$ cat src/drc_regs.vh
`ifndef DRC_REGS_VH
`define DRC_REGS_VH

// clock period in ps (125 MHz)
`define DRC_CLK_PS          32'd8000
// timing figures as printed
`define DRC_PWRUP_US        32'd200
`define DRC_REF_PERIOD_MS   32'd8
`define DRC_REF_ROWS        32'd512
`define DRC_CBR_SETUP_NS    32'd10
`define DRC_CBR_HOLD_NS     32'd15
`define DRC_RAS_PRE_NS      32'd40
`define DRC_RAS_LOW_NS      32'd60
`define DRC_RAS_MAX_NS      32'd10000
`define DRC_RC_NS           32'd110
`define DRC_CAS_HIGH_NS     32'd10
`define DRC_CAS_LOW_NS      32'd15
`define DRC_RCD_NS          32'd20
`define DRC_INIT_CYCLES     32'd8

// cycle counts derived from the figures; least times round up
`define DRC_CYC_UP(ns)      (((ns) * 32'd1000 + `DRC_CLK_PS - 32'd1) / `DRC_CLK_PS)
`define DRC_CYC_DN(ns)      (((ns) * 32'd1000) / `DRC_CLK_PS)
`define DRC_PWRUP_CYC       ((`DRC_PWRUP_US * 32'd1000000) / `DRC_CLK_PS)
// divide by the row count before scaling to ps so no product leaves 32 bits
`define DRC_REF_INT_CYC     ((((`DRC_REF_PERIOD_MS * 32'd1000000) / `DRC_REF_ROWS) * 32'd1000) / `DRC_CLK_PS)
`define DRC_CBR_SETUP_CYC   `DRC_CYC_UP(`DRC_CBR_SETUP_NS)
`define DRC_CBR_HOLD_CYC    `DRC_CYC_UP(`DRC_CBR_HOLD_NS)
`define DRC_RAS_PRE_CYC     `DRC_CYC_UP(`DRC_RAS_PRE_NS)
`define DRC_RAS_LOW_CYC     `DRC_CYC_UP(`DRC_RAS_LOW_NS)
`define DRC_RAS_MAX_CYC     `DRC_CYC_DN(`DRC_RAS_MAX_NS)
`define DRC_RC_CYC          `DRC_CYC_UP(`DRC_RC_NS)
`define DRC_CAS_HIGH_CYC    `DRC_CYC_UP(`DRC_CAS_HIGH_NS)
`define DRC_CAS_LOW_CYC     `DRC_CYC_UP(`DRC_CAS_LOW_NS)
`define DRC_RCD_CYC         `DRC_CYC_UP(`DRC_RCD_NS)

`endif

$ cat src/drc_timer.v
`timescale 1ns/1ps
// loadable down counter; done is registered and high while count is zero
module drc_timer
(
    input  wire        core_clk_i,
    input  wire        nrst_i,
    input  wire        load_i,
    input  wire [15:0] value_i,
    output reg         done_o
);
    reg [15:0] cnt_q;

    always @(posedge core_clk_i)
    begin
        if (!nrst_i)
        begin
            cnt_q  <= 16'h0000;
            done_o <= 1'b1;
        end
        else if (load_i)
        begin
            cnt_q  <= value_i;
            done_o <= (value_i == 16'h0000);
        end
        else if (cnt_q != 16'h0000)
        begin
            cnt_q  <= cnt_q - 16'h0001;
            done_o <= (cnt_q == 16'h0001);
        end
    end
endmodule

$ cat src/drc_ctrl.v
`timescale 1ns/1ps
`include "drc_regs.vh"

// Functional notes
// - all 512 rows refreshed every 8 ms
// - row-only refresh drives row on address; the controller uses only column-first refresh instead
// - hidden refresh: column strobe held low; the controller raises the column strobe at the end of each access instead
// - column strobe low 10 ns before row
// - successive column-first refreshes keep column low
// - 200 us pause, then eight init cycles
// - row strobe low at most 10000 ns
// - row strobe high at least 40 ns
// - read cycles spaced at least 110 ns
// - column strobe high 10 ns between columns
// - write enable high reads, low writes
module drc_ctrl
#(
    parameter PWRUP_CYC   = `DRC_PWRUP_CYC,
    parameter REF_INT_CYC = `DRC_REF_INT_CYC
)
(
    input  wire        core_clk_i,
    input  wire        nrst_i,
    input  wire        req_valid_i,
    input  wire        req_write_i,
    input  wire [17:0] req_addr_i,
    input  wire [3:0]  req_wdata_i,
    output reg         req_ready_o,
    output reg         rsp_valid_o,
    output reg  [3:0]  rsp_rdata_o,
    output reg         init_done_o,
    output reg         ras_n_o,
    output reg         cas_n_o,
    output reg         we_n_o,
    output reg         oe_n_o,
    output reg  [8:0]  mux_address_bus_o,
    output reg  [3:0]  data_pins_o,
    output reg         data_pins_oe_n_o,
    input  wire [3:0]  data_pins_i
);
    localparam [9:0] ST_PWRUP  = 10'h001;
    localparam [9:0] ST_IDLE   = 10'h002;
    localparam [9:0] ST_CSETUP = 10'h004;
    localparam [9:0] ST_CREF   = 10'h008;
    localparam [9:0] ST_RROW   = 10'h010;
    localparam [9:0] ST_RCD    = 10'h020;
    localparam [9:0] ST_CAS    = 10'h040;
    localparam [9:0] ST_RASEND = 10'h080;
    localparam [9:0] ST_PRE    = 10'h100;
    localparam [9:0] ST_ACC    = 10'h200;

    function [15:0] cyc16;
        input [31:0] v;
        begin
            cyc16 = v[15:0];
        end
    endfunction

    reg  [9:0]  st_q;
    reg  [31:0] pwr_cnt_q;
    reg  [31:0] ref_cnt_q;
    reg  [3:0]  init_cnt_q;
    reg         ref_pend_q;
    reg         wr_q;
    reg  [17:0] addr_q;
    reg  [3:0]  wdata_q;
    reg  [3:0]  din_s1_q;
    reg  [3:0]  din_s2_q;
    reg         tmr_load;
    reg  [15:0] tmr_val;
    wire        tmr_done;

    drc_timer u_timer
    (
        .core_clk_i (core_clk_i),
        .nrst_i     (nrst_i),
        .load_i     (tmr_load),
        .value_i    (tmr_val),
        .done_o     (tmr_done)
    );

    // data pins come from another timing domain
    always @(posedge core_clk_i)
    begin
        din_s1_q <= data_pins_i;
        din_s2_q <= din_s1_q;
    end

    always @(posedge core_clk_i)
    begin
        if (!nrst_i)
            ref_cnt_q <= 32'h0000_0000;
        else if (ref_cnt_q >= REF_INT_CYC - 1)
            ref_cnt_q <= 32'h0000_0000;
        else
            ref_cnt_q <= ref_cnt_q + 32'h0000_0001;
    end

    always @*
    begin
        tmr_load = 1'b0;
        tmr_val  = 16'h0000;
        case (st_q)
            ST_IDLE:
            begin
                tmr_load = 1'b1;
                tmr_val  = cyc16(`DRC_CBR_SETUP_CYC);
                if (req_valid_i && req_ready_o)
                    tmr_val = cyc16(`DRC_RCD_CYC);
            end
            ST_CSETUP:
            begin
                tmr_load = tmr_done;
                tmr_val  = cyc16(`DRC_RAS_LOW_CYC);
            end
            ST_CREF, ST_RASEND:
            begin
                tmr_load = tmr_done;
                tmr_val  = cyc16(`DRC_RAS_PRE_CYC);
            end
            ST_RCD:
            begin
                tmr_load = tmr_done;
                tmr_val  = cyc16(`DRC_CAS_LOW_CYC);
            end
            ST_CAS:
            begin
                tmr_load = tmr_done;
                tmr_val  = cyc16(`DRC_RC_CYC - `DRC_RAS_PRE_CYC - `DRC_RCD_CYC - `DRC_CAS_LOW_CYC);
            end
            default:
            begin
                tmr_load = 1'b0;
                tmr_val  = 16'h0000;
            end
        endcase
    end

    always @(posedge core_clk_i)
    begin
        if (!nrst_i)
        begin
            st_q              <= ST_PWRUP;
            pwr_cnt_q         <= 32'h0000_0000;
            init_cnt_q        <= 4'h0;
            ref_pend_q        <= 1'b0;
            wr_q              <= 1'b0;
            addr_q            <= 18'h00000;
            wdata_q           <= 4'h0;
            req_ready_o       <= 1'b0;
            rsp_valid_o       <= 1'b0;
            rsp_rdata_o       <= 4'h0;
            init_done_o       <= 1'b0;
            ras_n_o           <= 1'b1;
            cas_n_o           <= 1'b1;
            we_n_o            <= 1'b1;
            oe_n_o            <= 1'b1;
            mux_address_bus_o <= 9'h000;
            data_pins_o       <= 4'h0;
            data_pins_oe_n_o  <= 1'b1;
        end
        else
        begin
            rsp_valid_o <= 1'b0;
            // a tick wins over the clear done in the refresh sequence
            if (ref_cnt_q >= REF_INT_CYC - 1)
                ref_pend_q <= 1'b1;
            else if (st_q == ST_CSETUP && tmr_done)
                ref_pend_q <= 1'b0;
            case (st_q)
                ST_PWRUP:
                begin
                    if (pwr_cnt_q >= PWRUP_CYC - 1)
                        st_q <= ST_IDLE;
                    else
                        pwr_cnt_q <= pwr_cnt_q + 32'h0000_0001;
                end
                ST_IDLE:
                begin
                    // a ready already shown is honoured; a pending refresh waits one access at most
                    if (req_valid_i && req_ready_o)
                    begin
                        req_ready_o       <= 1'b0;
                        wr_q              <= req_write_i;
                        addr_q            <= req_addr_i;
                        wdata_q           <= req_wdata_i;
                        mux_address_bus_o <= req_addr_i[17:9];
                        ras_n_o           <= 1'b0;
                        st_q              <= ST_RCD;
                    end
                    else if (ref_pend_q || !init_done_o)
                    begin
                        req_ready_o <= 1'b0;
                        cas_n_o     <= 1'b0;
                        st_q        <= ST_CSETUP;
                    end
                    else
                        req_ready_o <= 1'b1;
                end
                ST_CSETUP:
                begin
                    if (tmr_done)
                    begin
                        ras_n_o <= 1'b0;
                        st_q    <= ST_CREF;
                    end
                end
                ST_CREF:
                begin
                    // row low time bounded by the timer
                    if (tmr_done)
                    begin
                        ras_n_o <= 1'b1;
                        // column stays low for back-to-back refreshes
                        cas_n_o <= !(ref_pend_q || init_cnt_q < `DRC_INIT_CYCLES - 1);
                        if (!init_done_o)
                            init_cnt_q <= init_cnt_q + 4'h1;
                        st_q <= ST_PRE;
                    end
                end
                ST_RCD:
                begin
                    if (tmr_done)
                    begin
                        mux_address_bus_o <= addr_q[8:0];
                        we_n_o            <= !wr_q;
                        oe_n_o            <= wr_q;
                        data_pins_o       <= wdata_q;
                        data_pins_oe_n_o  <= !wr_q;
                        cas_n_o           <= 1'b0;
                        st_q              <= ST_CAS;
                    end
                end
                ST_CAS:
                begin
                    if (tmr_done)
                    begin
                        rsp_rdata_o      <= din_s2_q;
                        rsp_valid_o      <= !wr_q;
                        // column high through row end and precharge
                        cas_n_o          <= 1'b1;
                        we_n_o           <= 1'b1;
                        oe_n_o           <= 1'b1;
                        data_pins_oe_n_o <= 1'b1;
                        st_q             <= ST_RASEND;
                    end
                end
                ST_RASEND:
                begin
                    // row stays low to fill the read cycle
                    if (tmr_done)
                    begin
                        ras_n_o <= 1'b1;
                        st_q    <= ST_PRE;
                    end
                end
                ST_PRE:
                begin
                    // precharge before the next row cycle
                    if (tmr_done)
                    begin
                        // ready after pause and eight cycles
                        if (init_cnt_q >= `DRC_INIT_CYCLES)
                            init_done_o <= 1'b1;
                        st_q <= ST_IDLE;
                    end
                end
                default:
                    st_q <= ST_IDLE;
            endcase
        end
    end
endmodule

$ cat config.mk
export PLATFORM = sky130hd
export DESIGN_NAME = drc_ctrl
export DESIGN_NICKNAME = d
export VERILOG_FILES = /design/src/drc_timer.v /design/src/drc_ctrl.v
export VERILOG_INCLUDE_DIRS = /design/src
export SDC_FILE = /design/constraint.sdc
export NUM_CORES = 1
export LEC_CHECK = 0
export ABC_CLOCK_PERIOD_IN_PS = 3700
export BUFFER_PORTS_ARGS = -buffer_cell sky130_fd_sc_hd__buf_2
export CAP_MARGIN = 20
export CORE_ASPECT_RATIO = 1.4
export CORE_MARGIN = 1
export CORE_UTILIZATION = 50
export CTS_BUF_LIST = sky130_fd_sc_hd__clkbuf_16
export DETAILED_ROUTE_END_ITERATION = 6
export GPL_ROUTABILITY_DRIVEN = 0
export GPL_TIMING_DRIVEN = 0
export PLACE_DENSITY = 0.81
export SLEW_MARGIN = 0
export SYNTH_ARGS = -nofsm -noshare
export SYNTH_HDL_FRONTEND = slang
export SYNTH_HIERARCHICAL = 1
export SYNTH_SLANG_ARGS = --single-unit
$ cat constraint.sdc
create_clock -name core_clk_i -period 3.7 [get_ports core_clk_i]
set_input_delay 0.555 -clock core_clk_i [delete_from_list [all_inputs] [get_ports core_clk_i]]
set_output_delay 0.555 -clock core_clk_i [all_outputs]
set_load 0.02 [all_outputs]
### Word-level counts from Yosys, hierarchy flattened

Cells that the tools add are included.

* bits in registers: 142
* output and inout bits: 25

* $add $sub $neg: 4
* magnitude comparators: 4
* eq/ne operators: 20
* muxes and demuxes: 35
* bitwise gates (word level): 3
* reduce and logical (&&, ||, !) cells: 30

Operators with widths (number)
* $mux W10: 8
* $pmux W16 S5: 1
* $pmux W10 S7: 1
* $add A32 B1 Y32 const B: 2
* $ge A32 B11 Y1 const B: 1
* $ge A32 B15 Y1 const B: 1
* $mux W16: 2
* $mux W9: 2
* $pmux W9 S2: 1
* $eq A16 B1 Y1 const B: 1
* $logic_not A16 Y1: 1
* $reduce_bool A16 Y1: 1
* $sub A16 B1 Y16 const B: 1
* $mux W1: 15
* $reduce_and A3 Y1: 5
* $ne A2 B1 Y1 const B: 6
* $eq A10 B1 Y1 const B: 1
* $eq A10 B2 Y1 const B: 1
* $eq A10 B3 Y1 const B: 1
* $eq A10 B4 Y1 const B: 1
* $eq A10 B6 Y1 const B: 1
* $eq A10 B7 Y1 const B: 1
* $eq A10 B8 Y1 const B: 1
* $eq A10 B9 Y1 const B: 1
* 21 further kinds: 39

### Logic depth before layout (Yosys ltp)

* depth after elaboration: 5
* gate-level depth with buffers: 10

### Hierarchy

Netlist, hierarchy kept.

By module, submodules not included
* drc_ctrl: instances 1, cells an instance 477, area each 4551.9 um2
* drc_timer: instances 1, cells an instance 132, area each 1042.2 um2

### Worst setup path after synthesis

Ideal clock, no wire load.

* path type: register -> register
* start: register st_q[5]
* end: register u_timer.done_o
* setup time: 69 ps
* arrival time: 2647 ps
* path slack: 985 ps
* stages on the path, launching flop included: 10
* path buffers: 1
* period minus slack after synthesis: 2715 ps
* cells stage by stage: dfxtp_1 -> buf_6 -> or4_4 -> o31ai_1 -> nor2b_1 -> o21ai_0 -> inv_2 -> or3_1 -> o32a_1 -> o21ai_1

* elaborated cells between the ends (all ways): 13

RTL lines
* start: declaration: line drc_ctrl.v:59 `reg [9:0] st_q;`
* start signal: assignment: line drc_ctrl.v:143 `st_q <= ST_PWRUP;`
* start signal: assignment: line drc_ctrl.v:174 `st_q <= ST_IDLE;`
* start signal: assignment: line drc_ctrl.v:189 `st_q <= ST_RCD;`
* $eq A10 B3 Y1 (tied with other cells): line drc_ctrl.v:103 `case (st_q)`
* $reduce_or A5 Y1 (no source line)
* $pmux W1 S2 *: line drc_ctrl.v:103
* named net tmr_load: line drc_ctrl.v:69 `reg tmr_load;`
* $mux W1 or $reduce_bool A2 Y1 (tied branches)
* end signal: assignment: line drc_timer.v:23 `done_o <= (value_i == 16'h0000);`
* end signal: assignment: line drc_timer.v:28 `done_o <= (cnt_q == 16'h0001);`
* end: declaration: line drc_timer.v:9 `output reg done_o`

The timed path passes the listed nets; every way through them passes the cells marked *.
A chain may end at the register's enable or synchronous reset.

### Worst setup path after layout

* start: register st_q[8]
* end: register u_timer.done_o

Same word-level chain as after synthesis.

==> flow_summary.yaml <==
status:
  outcome: "completed"
logic_synthesis:
  syn-mean-instance-area_um2: 9.19
  synth_seq_cells: 140
  ys.warnings.count: 6
  syn_inst: 609
  synth.distinct_cells: 61
  ys_seq_area_share_pct: 50.1
  syn-cell-area_um2: 5590
  synth-edff-count: 0
  async_flop_share_pct: 0
  synthFlopType: "dfxtp_1"
detailed_routing:
  via_count: 4757
  drtPass1Iterations: 5
  via_per_inst: 5.42
  first_iter_violations: 219
  wl_per_cell_um: 14.1
  drt_wl_total_um: 12400
  post-route-drc-count: 0
  ant_nets: 0
worst_setup_path:
  r2r_start: "st_q[8]$_SDFFE_PN0P_"
  worst_ep_arrival_time_ns: 3.69
  reg2reg_depth: 9
  end_kind: "register"
  crit_type: "register to register"
  critPathLaunchType: "register"
  timing.rr.end: "u_timer/done_o$_SDFFE_PN1P_"
  ff2ff_setup_slack_ns: 0.35
  cp_data_required_time_ns: 4.04
  crit_path_max_fanout: 9
global_route:
  grt.met1_usage_pct: 23.3
  grt_use_met2_pct: 41.8
  busiest_layer: "met2"
  grt_max_degree: 17
  antenna_found_initial: 0
  grt.met3_usage_pct: 6.37
  grt_pass1_wl_um: 21100
  grt_usage_pct: 22.5
  grt_pass1_vias: 4780
  overflow: 0
hold_path:
  holdPathEnd: "din_s1_q[0]$_DFF_P_"
  holdPathStages: 1
  min_from: "data_pins_i[0]"
  hold_class: "input pin to register"
cts:
  cts-buffers-inserted: 17
  clk_pin_slew_ns: 0.06
  cts_tree: "built"
  cts_resized: 0
  root_buffer: "clkbuf_16"
  post-cts-setup-buffers: 0
  cts.sinks: 140
  h-tree-depth: 4
  clk_latency_ns: 0.41
  clockBufferDepth: 2
  cts_hold_buf: 0
placed_design:
  hpwl_um: 8730
  pre_cts_ws_ns: 0.446
  numPortBuffers: 53
sta:
  finalSetupViolations: 0
  setup_ws_ns: 0.354
  fmax_mhz: 299
  final.setup.tns_ns: 0
  rsz0062_at_grt: "no"
  relSlewSlack_pct: 40.0
  worst_pin_slew_ns: 0.891
  clock_skew_ns: 0.00656
  fin_crit_sh_pct: 90.4
  slew_viol_final: 0
  post-route-min-period_ns: 3.35
  hold_viol_final: 0
floorplan:
  dieArea_um2: 11600
  die_y_um: 127
  ioPinCount: 55
  core-area_um2: 10900
  die_w_um: 91.4
  floorplan.initialDensity_pct: 51.5
  placementRows: 45
layout:
  fill_cells: 844
  finalNetCount: 762
  drive_gt1_share_pct: 15.2
  finalCoreUtilization_pct: 62.5
  area_growth_pct: 21.5
  n_antenna_cell: 0
power:
  power_density_nw_per_um2: 637
  p_leak_nw: 2.72
  vdd_drop_max_uv: 234
job:
  drv_cap: 0
-- sequential cells by signal (all words and copies together), names as in the netlist, 8 cells and up --
signal             cells
pwr_cnt_q             32
ref_cnt_q             32
u_timer/cnt_q         16
addr_q                 9
mux_address_bus_o      9
st_q                   8
-- layout make-up --
cell class / count / area, um^2 / area share, %
inverters: 15 / 56.3 / 0.828
well taps: 141 / 176 / 2.60
clock inverters: 14 / 170 / 2.50
repair buffers: 53 / 265 / 3.90
plain buffers: 27 / 130 / 1.91
flip-flops and latches: 140 / 2800 / 41.2
multi-input cells: 471 / 2770 / 40.8
clock buffers: 17 / 425 / 6.26
-- how the worst max path moves through the flow --
stage / startpoint / endpoint / depth (start not counted)
4_1_cts: st_q[8]$_SDFFE_PN0P_ / u_timer/done_o$_SDFFE_PN1P_ / 9
5_1_grt: st_q[8]$_SDFFE_PN0P_ / u_timer/done_o$_SDFFE_PN1P_ / 9
6_report: st_q[8]$_SDFFE_PN0P_ / u_timer/done_o$_SDFFE_PN1P_ / 9
3_5_place_dp: st_q[8]$_SDFFE_PN0P_ / u_timer/done_o$_SDFFE_PN1P_ / 9
2_1_floorplan: st_q[5]$_SDFFE_PN0P_ / u_timer/done_o$_SDFFE_PN1P_ / 9
3_3_place_gp: st_q[5]$_SDFFE_PN0P_ / u_timer/done_o$_SDFFE_PN1P_ / 9
-- report_power, final --
part | leakage (nW) | switching, mW | internal [mW] | total [mW]
combinational | 1.29 | 0.511 | 0.361 | 0.872
sequential | 1.14 | 0.126 | 1.63 | 1.75
clock | 0.284 | 0.644 | 1.06 | 1.70
total | 2.72 | 1.28 | 3.05 | 4.33
-- synthesized netlist by cell type, drive strengths merged, types with 2 or more instances --
cell type	n	area share, %
nand4b	4	0.63
nor4	20	3.0
and2	23	2.6
xor2	11	1.7
nand3	19	1.9
a31oi	7	0.78
xnor2	10	1.6
nand4	8	0.89
a211oi	11	1.6
o21ai	37	3.6
inv	15	1.0
a21boi	2	0.27
buf	10	1.2
nor3	13	1.2
dfxtp	140	50
or2	2	0.22
o31ai	6	0.81
a211o	3	0.47
nand2	66	4.4
o2111ai	2	0.31
or4	12	1.9
clkbuf	17	1.1
o31a	2	0.31
and3	4	0.45
mux2i	22	3.9
ha	7	1.6
nor2	59	4.0
nor3b	3	0.49
or3	13	1.5
o311ai	2	0.31
a21oi	41	3.7
nor2b	3	0.34
-- stage by stage --
stage          cell area, um^2  hold slack [ns]  power [mW]  instances
6_report                  6800            0.235        4.33        878
2_1_floorplan             5760            0.310        2.43        653
3_5_place_dp              6200            0.321        2.63        847
5_1_grt                   6800            0.228        4.53        878
4_1_cts                   6800            0.226        4.33        878
3_3_place_gp              6200            0.313        2.59        847
-- cells by family after synthesis --
kind of cell	count (synthesis)	synth area share [%]
multiplexers	22	3.94
XOR/XNOR	21	3.29
other	1	0.0670
AND/OR/NAND/NOR	255	24.3
buffers and inverters	42	3.33
AO/OA/AOI/OAI	121	13.4
adder cells (fa/ha/maj)	7	1.57
flip-flops	140	50.1
-- cells in the final DEF, fill, tap and decap left out, types with 13 or more instances in the layout --
cell type  synthesis  layout
dfxtp_1          140     140
nand2_1           66      66
nor2_1            59      59
buf_2              5      58
conb_1             1      45
a21oi_1           41      41
o21ai_0           22      22
and2_1            22      22
mux2i_1           22      22
clkbuf_1          17      17
nand3_1           17      17
clkbuf_16          0      17
nor4_1            15      15
inv_1             13      13
nor3_1            13      13
o21ai_1           13      13
or3_1             13      13
-- critical path: stages, from the launching register on --
cell and delay, ns:
dfxtp_1 0.38, nor4_2 0.46, nand3_1 0.30, o31ai_1 0.18
nor2b_1 0.11, o21ai_0 0.69, inv_2 0.21, or3_1 0.44
o32a_1 0.34, o21ai_1 0.14
-- metal layers --
layer	routed length [um]	part of all wire, %	vias to the layer above
met5	0	0	-
met2	6670	54	126
met3	476	3.8	31
li1	-	-	2352
met4	291	2.3	0
met1	4990	40	2248
Note: power is estimated with default switching activity, not from simulation.
